<file path="config.mk">
export PLATFORM = sky130hd
export DESIGN_NAME = dram_refresh_self_refresh
export DESIGN_NICKNAME = d
export VERILOG_FILES = /design/src/dram_refresh_pkg.sv /design/src/dram_refresh_self_refresh.sv
export SDC_FILE = /design/constraint.sdc
export NUM_CORES = 1
export LEC_CHECK = 0
export ABC_AREA = 1
export BUFFER_PORTS_ARGS = -buffer_cell sky130_fd_sc_hd__buf_4
export CAP_MARGIN = 20
export CORE_MARGIN = 4
export CORE_UTILIZATION = 40
export CTS_BUF_LIST = sky130_fd_sc_hd__clkbuf_2
export DETAILED_ROUTE_END_ITERATION = 8
export PLACE_DENSITY = 0.68
export SYNTH_ARGS = -nofsm -noshare
export SYNTH_HDL_FRONTEND = slang
export SYNTH_SLANG_ARGS = --single-unit
export TNS_END_PERCENT = 50
</file>
<file path="constraint.sdc">
create_clock -name sys_clk -period 2.98 [get_ports sys_clk]
set_input_delay 0.298 -clock sys_clk [delete_from_list [all_inputs] [get_ports sys_clk]]
set_output_delay 0.298 -clock sys_clk [all_outputs]
set_load 0.1 [all_outputs]
</file>
<file path="src/dram_refresh_pkg.sv">
package dram_refresh_pkg;

    // ------------------------------------------------------------------
    // command pins sampled on the rising clock edge
    // ------------------------------------------------------------------
    typedef struct packed {
        logic cs_n;
        logic ras_n;
        logic cas_n;
        logic we_n;
    } cmd_s;

    // ------------------------------------------------------------------
    // refresh state
    // ------------------------------------------------------------------
    typedef enum logic [1:0] {
        ST_IDLE     = 2'b00,
        ST_SR_ENTRY = 2'b01,
        ST_SR       = 2'b10
    } sr_state_e;

    // ------------------------------------------------------------------
    // timing
    // ------------------------------------------------------------------
    localparam int CLK_MHZ          = 20;
    localparam int REFRESH_CYCLE_NS = 350;
    localparam int SR_NORMAL_NS     = 7800;
    localparam int SR_EXTENDED_NS   = 3900;
    localparam int REFRESH_CYCLES   = (REFRESH_CYCLE_NS * CLK_MHZ + 999) / 1000;
    localparam int SR_NORMAL_CYC    = (SR_NORMAL_NS * CLK_MHZ) / 1000;
    localparam int SR_EXTENDED_CYC  = (SR_EXTENDED_NS * CLK_MHZ) / 1000;
    localparam int TIMER_W          = 12;

    localparam logic [TIMER_W-1:0] TIMER_ZERO = 12'h000;
    localparam logic [TIMER_W-1:0] TIMER_ONE  = 12'h001;

endpackage : dram_refresh_pkg

</file>
<file path="src/dram_refresh_self_refresh.sv">
`timescale 1ns/1ps
module dram_refresh_self_refresh #(
    parameter int ROW_W = 16
) (
    input  wire logic                       sys_clk,
    input  wire logic                       resetn,
    input  wire dram_refresh_pkg::cmd_s     cmd,
    input  wire logic                       cke,
    input  wire logic                       auto_self_refresh_enable,
    input  wire logic                       self_refresh_temp_range,
    input  wire logic                       dll_off_bit,
    output logic                            self_refresh_active,
    output logic                            refresh_busy,
    output logic [ROW_W-1:0]                refresh_row,
    output logic                            auto_managed,
    output logic                            extended_rate,
    output logic                            mode_illegal,
    output logic                            dll_on,
    output logic                            dll_reset,
    output logic                            int_clk_en
);

    localparam int RFC_D = dram_refresh_pkg::REFRESH_CYCLES;

    // ------------------------------------------------------------------
    // registers
    // ------------------------------------------------------------------
    dram_refresh_pkg::sr_state_e state_reg;
    logic [dram_refresh_pkg::TIMER_W-1:0] rfc_cnt_reg;
    logic [dram_refresh_pkg::TIMER_W-1:0] sr_tmr_reg;
    logic [ROW_W-1:0]                     row_reg;
    logic                                 cke_prev_reg;
    logic                                 auto_reg;
    logic                                 ext_reg;
    logic                                 illegal_reg;
    logic                                 dll_on_reg;
    logic                                 dll_reset_reg;
    logic                                 clk_en_reg;

    // ------------------------------------------------------------------
    // command decode
    // ------------------------------------------------------------------
    logic ref_pat;
    logic idle_pat;
    logic ext_ref;
    logic sr_enter;
    logic sr_exit;
    logic int_ref;
    logic ref_start;
    logic rfc_idle;

    assign ref_pat  = ~cmd.cs_n & ~cmd.ras_n & ~cmd.cas_n & cmd.we_n;
    assign idle_pat = cmd.cs_n | (cmd.ras_n & cmd.cas_n & cmd.we_n);
    assign rfc_idle = (rfc_cnt_reg == dram_refresh_pkg::TIMER_ZERO);
    assign ext_ref  = (state_reg == dram_refresh_pkg::ST_IDLE) & cke_prev_reg & cke
                      & ref_pat & rfc_idle;
    assign sr_enter = (state_reg == dram_refresh_pkg::ST_IDLE) & cke_prev_reg & ~cke
                      & ref_pat;
    assign sr_exit  = (state_reg == dram_refresh_pkg::ST_SR) & cke & idle_pat;
    assign int_ref  = (state_reg == dram_refresh_pkg::ST_SR) & rfc_idle
                      & (sr_tmr_reg == dram_refresh_pkg::TIMER_ZERO);
    assign ref_start = ext_ref | int_ref;

    // ------------------------------------------------------------------
    // state
    // ------------------------------------------------------------------
    always_ff @(posedge sys_clk or negedge resetn) begin
        if (!resetn) begin
            state_reg <= dram_refresh_pkg::ST_IDLE;
        end else begin
            case (state_reg)
                dram_refresh_pkg::ST_IDLE: begin
                    if (sr_enter) begin
                        state_reg <= dram_refresh_pkg::ST_SR_ENTRY;
                    end
                end
                dram_refresh_pkg::ST_SR_ENTRY: begin
                    state_reg <= dram_refresh_pkg::ST_SR;
                end
                dram_refresh_pkg::ST_SR: begin
                    if (sr_exit) begin
                        state_reg <= dram_refresh_pkg::ST_IDLE;
                    end
                end
                default: begin
                    state_reg <= dram_refresh_pkg::ST_IDLE;
                end
            endcase
        end
    end

    always_ff @(posedge sys_clk or negedge resetn) begin
        if (!resetn) begin
            cke_prev_reg <= 1'b0;
        end else begin
            cke_prev_reg <= cke;
        end
    end

    // ------------------------------------------------------------------
    // refresh cycle and internal row counter
    // ------------------------------------------------------------------
    always_ff @(posedge sys_clk or negedge resetn) begin
        if (!resetn) begin
            rfc_cnt_reg <= dram_refresh_pkg::TIMER_ZERO;
        end else if (ref_start) begin
            rfc_cnt_reg <= dram_refresh_pkg::TIMER_W'(RFC_D);
        end else if (!rfc_idle) begin
            rfc_cnt_reg <= rfc_cnt_reg - dram_refresh_pkg::TIMER_ONE;
        end
    end

    always_ff @(posedge sys_clk or negedge resetn) begin
        if (!resetn) begin
            row_reg <= '0;
        end else if (ref_start) begin
            row_reg <= row_reg + ROW_W'(1);
        end
    end

    // ------------------------------------------------------------------
    // self-refresh timer: first refresh right after entry, then periodic
    // ------------------------------------------------------------------
    always_ff @(posedge sys_clk or negedge resetn) begin
        if (!resetn) begin
            sr_tmr_reg <= dram_refresh_pkg::TIMER_ZERO;
        end else if (state_reg == dram_refresh_pkg::ST_SR_ENTRY) begin
            sr_tmr_reg <= dram_refresh_pkg::TIMER_ZERO;
        end else if (int_ref) begin
            sr_tmr_reg <= ext_reg ?
                          dram_refresh_pkg::TIMER_W'(dram_refresh_pkg::SR_EXTENDED_CYC) :
                          dram_refresh_pkg::TIMER_W'(dram_refresh_pkg::SR_NORMAL_CYC);
        end else if (sr_tmr_reg != dram_refresh_pkg::TIMER_ZERO) begin
            sr_tmr_reg <= sr_tmr_reg - dram_refresh_pkg::TIMER_ONE;
        end
    end

    // ------------------------------------------------------------------
    // temperature mode
    // ------------------------------------------------------------------
    always_ff @(posedge sys_clk or negedge resetn) begin
        if (!resetn) begin
            auto_reg    <= 1'b0;
            ext_reg     <= 1'b0;
            illegal_reg <= 1'b0;
        end else begin
            auto_reg    <= auto_self_refresh_enable & ~self_refresh_temp_range;
            ext_reg     <= ~auto_self_refresh_enable & self_refresh_temp_range;
            illegal_reg <= auto_self_refresh_enable & self_refresh_temp_range;
        end
    end

    // ------------------------------------------------------------------
    // dll and internal clock
    // ------------------------------------------------------------------
    always_ff @(posedge sys_clk or negedge resetn) begin
        if (!resetn) begin
            dll_on_reg    <= 1'b0;
            dll_reset_reg <= 1'b0;
        end else begin
            dll_reset_reg <= 1'b0;
            if (sr_enter) begin
                dll_on_reg <= 1'b0;
            end else if (sr_exit) begin
                dll_on_reg    <= ~dll_off_bit;
                dll_reset_reg <= ~dll_off_bit;
            end else if (state_reg == dram_refresh_pkg::ST_IDLE) begin
                dll_on_reg <= ~dll_off_bit;
            end
        end
    end

    always_ff @(posedge sys_clk or negedge resetn) begin
        if (!resetn) begin
            clk_en_reg <= 1'b1;
        end else if (sr_enter) begin
            clk_en_reg <= 1'b0;
        end else if (sr_exit) begin
            clk_en_reg <= 1'b1;
        end
    end

    // ------------------------------------------------------------------
    // outputs
    // ------------------------------------------------------------------
    assign self_refresh_active = (state_reg != dram_refresh_pkg::ST_IDLE);
    assign refresh_busy        = ~rfc_idle;
    assign refresh_row         = row_reg;
    assign auto_managed        = auto_reg;
    assign extended_rate       = ext_reg;
    assign mode_illegal        = illegal_reg;
    assign dll_on              = dll_on_reg;
    assign dll_reset           = dll_reset_reg;
    assign int_clk_en          = clk_en_reg;

    // ------------------------------------------------------------------
    // assertions
    // ------------------------------------------------------------------
    property p_auto_mode;
        @(posedge sys_clk) disable iff (!resetn)
        (auto_self_refresh_enable && !self_refresh_temp_range) |=> auto_managed && !extended_rate;
    endproperty
    a_auto_mode: assert property (p_auto_mode) else $error("auto mode not taken");

    property p_ext_rate;
        @(posedge sys_clk) disable iff (!resetn)
        (int_ref && extended_rate) |=>
            sr_tmr_reg == dram_refresh_pkg::TIMER_W'(dram_refresh_pkg::SR_EXTENDED_CYC);
    endproperty
    a_ext_rate: assert property (p_ext_rate) else $error("wrong self-refresh rate");

    property p_ref_decode;
        @(posedge sys_clk) disable iff (!resetn)
        ext_ref |=> refresh_busy && refresh_row == $past(refresh_row) + ROW_W'(1);
    endproperty
    a_ref_decode: assert property (p_ref_decode) else $error("refresh not started");

    property p_ref_done;
        @(posedge sys_clk) disable iff (!resetn)
        ref_start |-> ##RFC_D refresh_busy ##1 !refresh_busy;
    endproperty
    a_ref_done: assert property (p_ref_done) else $error("banks not idle in time");

    property p_sr_entry;
        @(posedge sys_clk) disable iff (!resetn)
        sr_enter |=> self_refresh_active ##1 (state_reg == dram_refresh_pkg::ST_SR);
    endproperty
    a_sr_entry: assert property (p_sr_entry) else $error("self-refresh not entered");

    property p_sr_hold;
        @(posedge sys_clk) disable iff (!resetn)
        (state_reg == dram_refresh_pkg::ST_SR && !cke) |=> self_refresh_active && !int_clk_en;
    endproperty
    a_sr_hold: assert property (p_sr_hold) else $error("left self-refresh with cke low");

    property p_dll;
        @(posedge sys_clk) disable iff (!resetn)
        (sr_exit && !dll_off_bit) |=> dll_on && dll_reset ##1 !dll_reset;
    endproperty
    a_dll: assert property (p_dll) else $error("dll not restored on exit");

    property p_sr_internal;
        @(posedge sys_clk) disable iff (!resetn)
        (sr_enter && !refresh_busy) |=> !int_clk_en ##1 (!cke)[*1] |->
            ##[0:RFC_D] refresh_busy;
    endproperty
    a_sr_internal: assert property (p_sr_internal) else $error("no internal refresh");

    c_refresh:  cover property (@(posedge sys_clk) disable iff (!resetn) ext_ref);
    c_sr_cycle: cover property (@(posedge sys_clk) disable iff (!resetn) sr_enter ##[2:50] sr_exit);
    c_sr_int:   cover property (@(posedge sys_clk) disable iff (!resetn) int_ref);

endmodule : dram_refresh_self_refresh

</file>
==> qor.yml, run 1 <==
clock_network:
  clock_path_buffers: 2
  h-tree-depth: 2
  cts.clk_slew.worst_paths_ns: 0.30
  insertion_delay_ns: 0.46
  root_buffer: "clkbuf_2"
  numCtsBuffers: 5
  hold_buffers: 6
  cts.sinks: 49
  cts_tree: "built"
  cts_resized: 0
  cts_setup_buffers: 0
yosys:
  synth.yosys.seq_area_share_pct: 42.7
  synth_area_per_cell_sq_um: 8.22
  synth_seq_cells: 49
  netlist.area_leader.share_pct: 41.8
  yosys_warnings: 0
  synthTopCellsByArea: "dfrtp_1 (42%), nand2_1 (9.0%), xor2_1 (6.1%)"
  syn-num-nets: 365
  syn_inst: 350
  synth_area_sq_um: 2880
  yosysTopAreaCell: "dfrtp_1"
  synth_cell_types: 28
flow_run:
  cap_violations: 0
timing:
  slew_viol_final: 0
  fin_crit_sh_pct: 69.7
  finalClockSkew_ns: 0.0483
  tightestPinTransition_ns: 0.616
  min_period_ns: 2.08
  tns_ns: 0
  rsz0062_at_grt: "false"
  setup_viol: 0
  finalHoldViolations: 0
  clock.fmax_ghz: 0.481
  slew_headroom_pct: 59.0
layout:
  fill_cells: 700
  area_delta_synth_final_pct: 16.0
  multi_input_area_sq_um: 1450
  mostFrequentLayoutCell: "nand2_1"
  regArea_sq_um: 1230
  final_nets: 409
  drive_gt1_share_pct: 23.5
  final_cell_area_sq_um: 3340
  utilization_pct: 48.3
  diodes: 0
  final_cell_mix: "nand2_1 (69), dfrtp_1 (48), nor2_1 (45)"
  largest_register_ffs: 16
detailed_routing:
  first_pass_iters: 4
  drtAntennaViolNets: 0
  wl_per_cell_um: 11.9
  drc: 0
  drt_iter0_markers: 113
  wl_um: 5820
  vias: 2384
  vias_per_cell: 4.86
global_routing:
  grt_pass1_wl_um: 10400
  grt_pass1_vias: 2374
  grt_max_degree: 50
  grt_use_total_pct: 14.7
  antenna_found_initial: 0
  overflow: 0
worst_setup_path:
  critPathBufInv: 2
  endpoint_kind: "output port"
  rr_startpoint: "rfc_cnt_reg[1]$_DFFE_PN0P_"
  crit_slowest_cell: "dfrtp_1"
  path_max_fanout: 8
  slowest_delay_ns: 0.47
  path_delay_family: "flip-flops"
  path_cells: "inv_1 -> ha_1 -> nand2_1 -> nor2_1 -> nand2_2 -> buf_4"
  cp.arrival_ns: 1.78
  cp-start-kind: "flop"
  crit_path_start: "rfc_cnt_reg[1]$_DFFE_PN0P_"
  worstPathRequired_ns: 2.68
  critPathKind: "reg -> out"
placed_design:
  portBuffers: 33
  place_area_sq_um: 3200
  hpwl_um: 4390
  gp_congestion: 0.899
min_path:
  hp-start: "cmd[1]"
  hold_path_class: "in -> reg"
power:
  ir_drop_mv: 0.567
  powerDensity_nw_per_um2: 715
  leakage_nw: 1.60
die:
  initial_utilization_pct: 41.6
  die_h_um: 92.8
  rows: 30
  coreArea_sq_um: 6910
  die_w_um: 92.8
  die-area_sq_um: 8610
  ios: 34
outcome:
  status: "complete, no violations"
-- routing by layer --
layer / track usage, % / routed length (um) / vias up
met1: 18.8 / 2670 / 1122
met2: 24.5 / 2780 / 57
met5: 0 / 0 / -
li1: - / - / 1196
met4: 5.62 / 128 / 0
met3: 2.76 / 248 / 9
-- area by class of cell --
cell class | count | area share [%]
Multi-Input combinational cell | 257 | 43.5
Sequential cell | 49 | 36.8
Timing Repair Buffer | 39 | 9.23
Inverter | 42 | 4.73
Tap cell | 96 | 3.60
Clock inverter | 3 | 1.43
Clock buffer | 5 | 0.750
-- stage by stage --
| step | power [W] | hold slack, ns | std cells | setup WS [ns] |
|---|---|---|---|---|
| final | 0.00238 | 0.124 | 491 | 0.903 |
| after CTS | 0.00241 | 0.103 | 491 | 0.878 |
| after global routing | 0.00258 | 0.111 | 491 | 0.758 |
| after floorplan | 0.00178 | 0.00241 | 350 | 0.956 |
| after detailed placement | 0.00200 | 0.363 | 477 | 1.18 |
| after global placement | 0.00198 | 0.359 | 477 | 1.24 |
-- synthesized netlist by cell type --
library cell,count
nand2_1,69
dfrtp_1,48
nor2_1,45
nand3_1,34
inv_1,31
xor2_1,20
nand2_2,16
nor3_1,13
xnor2_1,11
inv_2,10
nor2_2,8
a21oi_1,6
o21ai_2,6
ha_1,5
nand4_1,5
nor2_4,4
o21ai_0,4
nand2_4,3
buf_12,2
nor3_4,2
a211o_1,1
clkinv_1,1
dfstp_2,1
nand3_4,1
nand4_2,1
o21a_1,1
o21ai_1,1
or2_1,1
-- worst reg2reg max path: cells and delay by family, from the launching register on --
kind                       cells  cell delay (ns)
and+or+nand+nor                5             0.96
DFF                            1             0.47
adders and majority gates      1             0.19
buffers and inverters          1             0.08
AOI/OAI and AO/OA              1             0.08
-- final timing paths --
path	to	slack, ns	depth (start not counted)
worst max-delay path	refresh_busy	0.90	6
worst min-delay path	state_reg[0]$_DFFE_PN0P_	0.12	4
worst max register to register	refresh_row[11]$_DFFE_PN0P_	1.16	8
worst min register to register	int_clk_en$_DFFE_PN1P_	0.49	2
max in group asynchronous	rfc_cnt_reg[6]$_DFFE_PN0P_	2.17	2
min in group asynchronous	auto_managed$_DFF_PN0_	0.33	2
-- power by group --
group	total (W)	internal (W)	switching (W)
Combinational	0.000958	0.000337	0.000621
Clock	0.000392	0.000148	0.000244
Sequential	0.00103	0.000848	0.000187
-- cell families (layout without fill, tap and decap cells) --
logic type               after synthesis  in the layout  share of synthesized area, %
flip-flops                            49             49                          42.7
AND/OR/NAND/NOR                      202            202                          34.5
buffers and inverters                 44             89                          6.88
XOR/XNOR                              31             31                          9.44
AO/OA/AOI/OAI                         19             19                          4.31
adder cells (fa/ha/maj)                5              5                          2.18
Power figures use the tool's default switching activity.
==> run 2: changes to the inputs <==
--- a/config.mk
+++ b/config.mk
@@ -5,14 +5,14 @@
 export SDC_FILE = /design/constraint.sdc
 export NUM_CORES = 1
 export LEC_CHECK = 0
-export ABC_AREA = 1
+export ABC_AREA = 0
 export BUFFER_PORTS_ARGS = -buffer_cell sky130_fd_sc_hd__buf_4
 export CAP_MARGIN = 20
 export CORE_MARGIN = 4
 export CORE_UTILIZATION = 40
 export CTS_BUF_LIST = sky130_fd_sc_hd__clkbuf_2
 export DETAILED_ROUTE_END_ITERATION = 8
-export PLACE_DENSITY = 0.68
+export PLACE_DENSITY = 0.71
 export SYNTH_ARGS = -nofsm -noshare
 export SYNTH_HDL_FRONTEND = slang
 export SYNTH_SLANG_ARGS = --single-unit
==> constraint.sdc (replaced) <==
create_clock -name sys_clk -period 1.85 [get_ports sys_clk]
set_input_delay 0.185 -clock sys_clk [delete_from_list [all_inputs] [get_ports sys_clk]]
set_output_delay 0.185 -clock sys_clk [all_outputs]
set_load 0.1 [all_outputs]
==> run 2 against run 1 <==
Against the previous run:
- the run now ends with negative setup slack left
- count of clock-buffer cells in the layout up 2
- register-to-register slack worse by 1.9 ns
- hold slack improved by 0.030 ns
- critical path depth grew 4
- first-iteration DRC count decreased by 19%
- cell area up 1.9%
- critical endpoint is now refresh_row[13]$_DFFE_PN0P_
==> qor.yml, run 2 <==
worst_setup_path:
  r2r_cells: 10  # +2
  cp-endpoint: "refresh_row[13]$_DFFE_PN0P_"
  critPathKind: "reg -> reg"
  endpoint_kind: "flop"
  worstPathRequired_ns: 2.21  # -0.47 ns
  worstReg2RegEnd: "refresh_row[13]$_DFFE_PN0P_"
  path_max_fanout: 8  # unchanged
  cp.arrival_ns: 2.90  # +1.12 ns
  cp-start-kind: "flop"
  rr_startpoint: "rfc_cnt_reg[6]$_DFFE_PN0P_"
  rrSetupSlack_ns: -0.69  # -1.85 ns
  crit_path_start: "rfc_cnt_reg[6]$_DFFE_PN0P_"
flow_run:
  cap_violations: 0  # unchanged
detailed_routing:
  drc: 0  # unchanged
  first_pass_iters: 4  # unchanged
  drt_iter0_markers: 92  # -19%
  wl_per_cell_um: 15.3  # +29%
  wl_um: 5900  # +1.4%
  vias: 1972  # -17%
  vias_per_cell: 5.12  # +5.5%
  drtAntennaViolNets: 0  # unchanged
layout:
  drive_gt1_share_pct: 40.3  # +17 points
  final_cell_mix: "buf_4 (73), dfrtp_1 (47), nor2_1 (22)"
  mostFrequentLayoutCell: "buf_4"
  final_nets: 327  # -20%
  diodes: 0  # unchanged
  final_cells: 385  # -22%
  utilization_pct: 60.6  # +12 points
  fill_cells: 450  # -36%
  largest_register_ffs: 16  # unchanged
  area_delta_synth_final_pct: 44.8
global_routing:
  grtUsageMet3_pct: 3.34  # +0.57 points
  grt_max_degree: 50  # unchanged
  overflow: 0  # unchanged
  grt_pass1_wl_um: 9190  # -11%
  antenna_found_initial: 0  # unchanged
  met2_usage_pct: 25.6  # +1.1 points
  grt_pass1_vias: 1911  # -20%
  grt_util_met1_pct: 21.2  # +2.3 points
  grt_busiest_layer: "met2"
  grt_use_total_pct: 15.6  # +0.87 points
power:
  pwr-share-comb_pct: 48.2  # +8.0 points
  p_sw_w: 0.00154  # +47%
  powerDensity_nw_per_um2: 1150  # +60%
  power_frac_clock_pct: 11.3  # -5.1 points
  ir_drop_mv: 0.871  # +54%
  seqPwrFrac_pct: 40.5  # -2.9 points
  p_int_w: 0.00235  # +76%
  leakage_nw: 1.58  # -1.4%
  switching_share_pct: 39.7  # -4.4 points
outcome:
  failed_checks: "negative setup slack"
  status: "complete, but fails checks"
timing:
  finalClockSkew_ns: 0.0129  # -0.0354 ns
  finalHoldViolations: 0  # unchanged
  slew_viol_final: 0  # unchanged
  setup_viol: 41  # +41
  tightestPinTransition_ns: 0.639  # +0.0228 ns
  rsz0062_at_grt: "true"
  fin_crit_sh_pct: 137
  min_period_ns: 2.54
  slew_headroom_pct: 57.4  # -1.5 points
  tns_ns: -19.60  # -19.60 ns
  setup_ws_ns: -0.691  # -1.59 ns
  whs_ns: 0.154  # +0.0299 ns
  clock.fmax_ghz: 0.394
clock_network:
  h-tree-depth: 2  # unchanged
  clock_path_buffers: 2  # unchanged
  root_buffer: "clkbuf_2"
  numCtsBuffers: 5  # unchanged
  insertion_delay_ns: 0.42  # -0.04 ns
  cts.sinks: 49  # unchanged
  cts.clk_slew.worst_paths_ns: 0.23  # -0.07 ns
  cts_tree: "built"
placed_design:
  portBuffers: 33  # unchanged
  place_inst: 356  # -25%
  gp_congestion: 0.799  # -11%
  hpwl_um: 3660  # -17%
die:
  die_w_um: 84.6  # -8.8%
  initial_utilization_pct: 41.9  # +0.23 points
  rows: 27  # -10%
  coreArea_sq_um: 5610  # -19%
  ios: 34  # unchanged
  die-area_sq_um: 7160  # -17%
  die_h_um: 84.6  # -8.8%
yosys:
  synthTopCellsByArea: "dfrtp_1 (51%), xnor2_1 (7.5%), xor2_1 (4.1%)"
  synth_edf_count: 0  # unchanged
  yosysTopAreaCell: "dfrtp_1"
  synthTopCellsByCount: "dfrtp_1 (48), nor2_1 (22), xnor2_1 (20)"
  netlist.area_leader.share_pct: 51.2  # +9.4 points
  syn-num-nets: 236  # -35%
  yosysMostFrequentCell: "dfrtp_1"
  async_flop_share_pct: 100  # unchanged
  yosys_warnings: 0  # unchanged
  syn_inst: 221  # -37%
  synth.yosys.seq_area_share_pct: 52.3  # +9.6 points
  synth_cell_types: 42  # +50%
  synth_area_sq_um: 2350  # -18%
  synth_area_per_cell_sq_um: 10.6  # +29%
  synth_flop_cell: "dfrtp_1"
  synth_seq_cells: 49  # unchanged
min_path:
  hold_path_class: "in -> reg"
==> run 2: cell types whose count changed after synthesis, moves of 10 or more <==
cell	previous run	this run
nor2_1	45	22
nand3_1	34	11
nand2_2	16	0
nand2_1	69	11
inv_2	10	0
inv_1	31	7
==> run 2: how the worst min path moves through the flow <==
stage | depth (start not counted) | slack (ns) | from | end
6_report | 3 | 0.15 | cmd[1] | state_reg[0]$_DFFE_PN0P_
5_1_grt | 3 | 0.13 | cmd[1] | state_reg[0]$_DFFE_PN0P_
4_1_cts | 3 | 0.13 | cmd[2] | dll_reset$_DFF_PN0_
3_5_place_dp | 1 | 0.25 | resetn | auto_managed$_DFF_PN0_
3_3_place_gp | 1 | 0.24 | resetn | auto_managed$_DFF_PN0_
2_1_floorplan | 0 | -0.11 | resetn | auto_managed$_DFF_PN0_
==> run 2: metal layers <==
metal  wire, um  vias to the layer above
li1           -                      956
met1       2560                      978
met2       3080                       33
met3        197                        5
met4         59                        0
met5          0                        -
==> run 2: through the flow <==
stage	power, W	area, sq um	worst slack [ns]
final	0.00389	3400	-0.691
after global routing	0.00416	3400	-0.753
after CTS	0.00379	3180	-0.701
after detailed placement	0.00327	2970	-0.388
after global placement	0.00323	2970	-0.335
after floorplan	0.00257	2380	-0.614
==> run 2: critical path, cell delays in order, from the launching register on <==
cell and delay (ns):
dfrtp_1 0.44, or4_4 0.54, or3_4 0.37, buf_4 0.15, buf_6 0.12, a211oi_4 0.21
buf_6 0.17, clkbuf_16 0.17, buf_4 0.11, nand2_2 0.05, xnor2_1 0.16
==> run 2: power groups by stage <==
| stage | logic, W | clock network [W] | registers [W] |
|---|---|---|---|
| final | 0.00187 | 0.000440 | 0.00158 |
| after global routing | 0.00204 | 0.000498 | 0.00161 |
| after CTS | 0.00177 | 0.000447 | 0.00157 |
| after detailed placement | 0.00169 | 0 | 0.00158 |
| after global placement | 0.00165 | 0 | 0.00157 |
| after floorplan | 0.000754 | 0 | 0.00182 |
==> run 2: cells by family after synthesis <==
family | after synthesis | synth area share [%]
multiplexers | 2 | 0.959
AND/OR/NAND/NOR | 100 | 23.3
buffers and inverters | 14 | 2.88
AO/OA/AOI/OAI | 20 | 6.29
adder cells (fa/ha/maj) | 5 | 2.67
flip-flops | 49 | 52.3
XOR/XNOR | 31 | 11.6
==> run 2: area by class of cell <==
cell class | count | area, sq um | share of cell area (%)
Clock inverter | 1 | 5.00 | 0.147
Clock buffer | 7 | 35.0 | 1.03
Timing Repair Buffer | 91 | 788 | 23.2
Tap cell | 72 | 90.1 | 2.65
Inverter | 7 | 30.0 | 0.884
Sequential cell | 49 | 1230 | 36.2
Multi-Input combinational cell | 158 | 1220 | 35.9
==> run 2: timing repair <==
action,in CTS,in global routing
setup endpoints to repair,41,41
buffers inserted,6,7
pin swaps,10,12
gates resized for setup,17,20
gates cloned,0,2
endpoints found under the hold margin,53,0
hold buffers,6,0
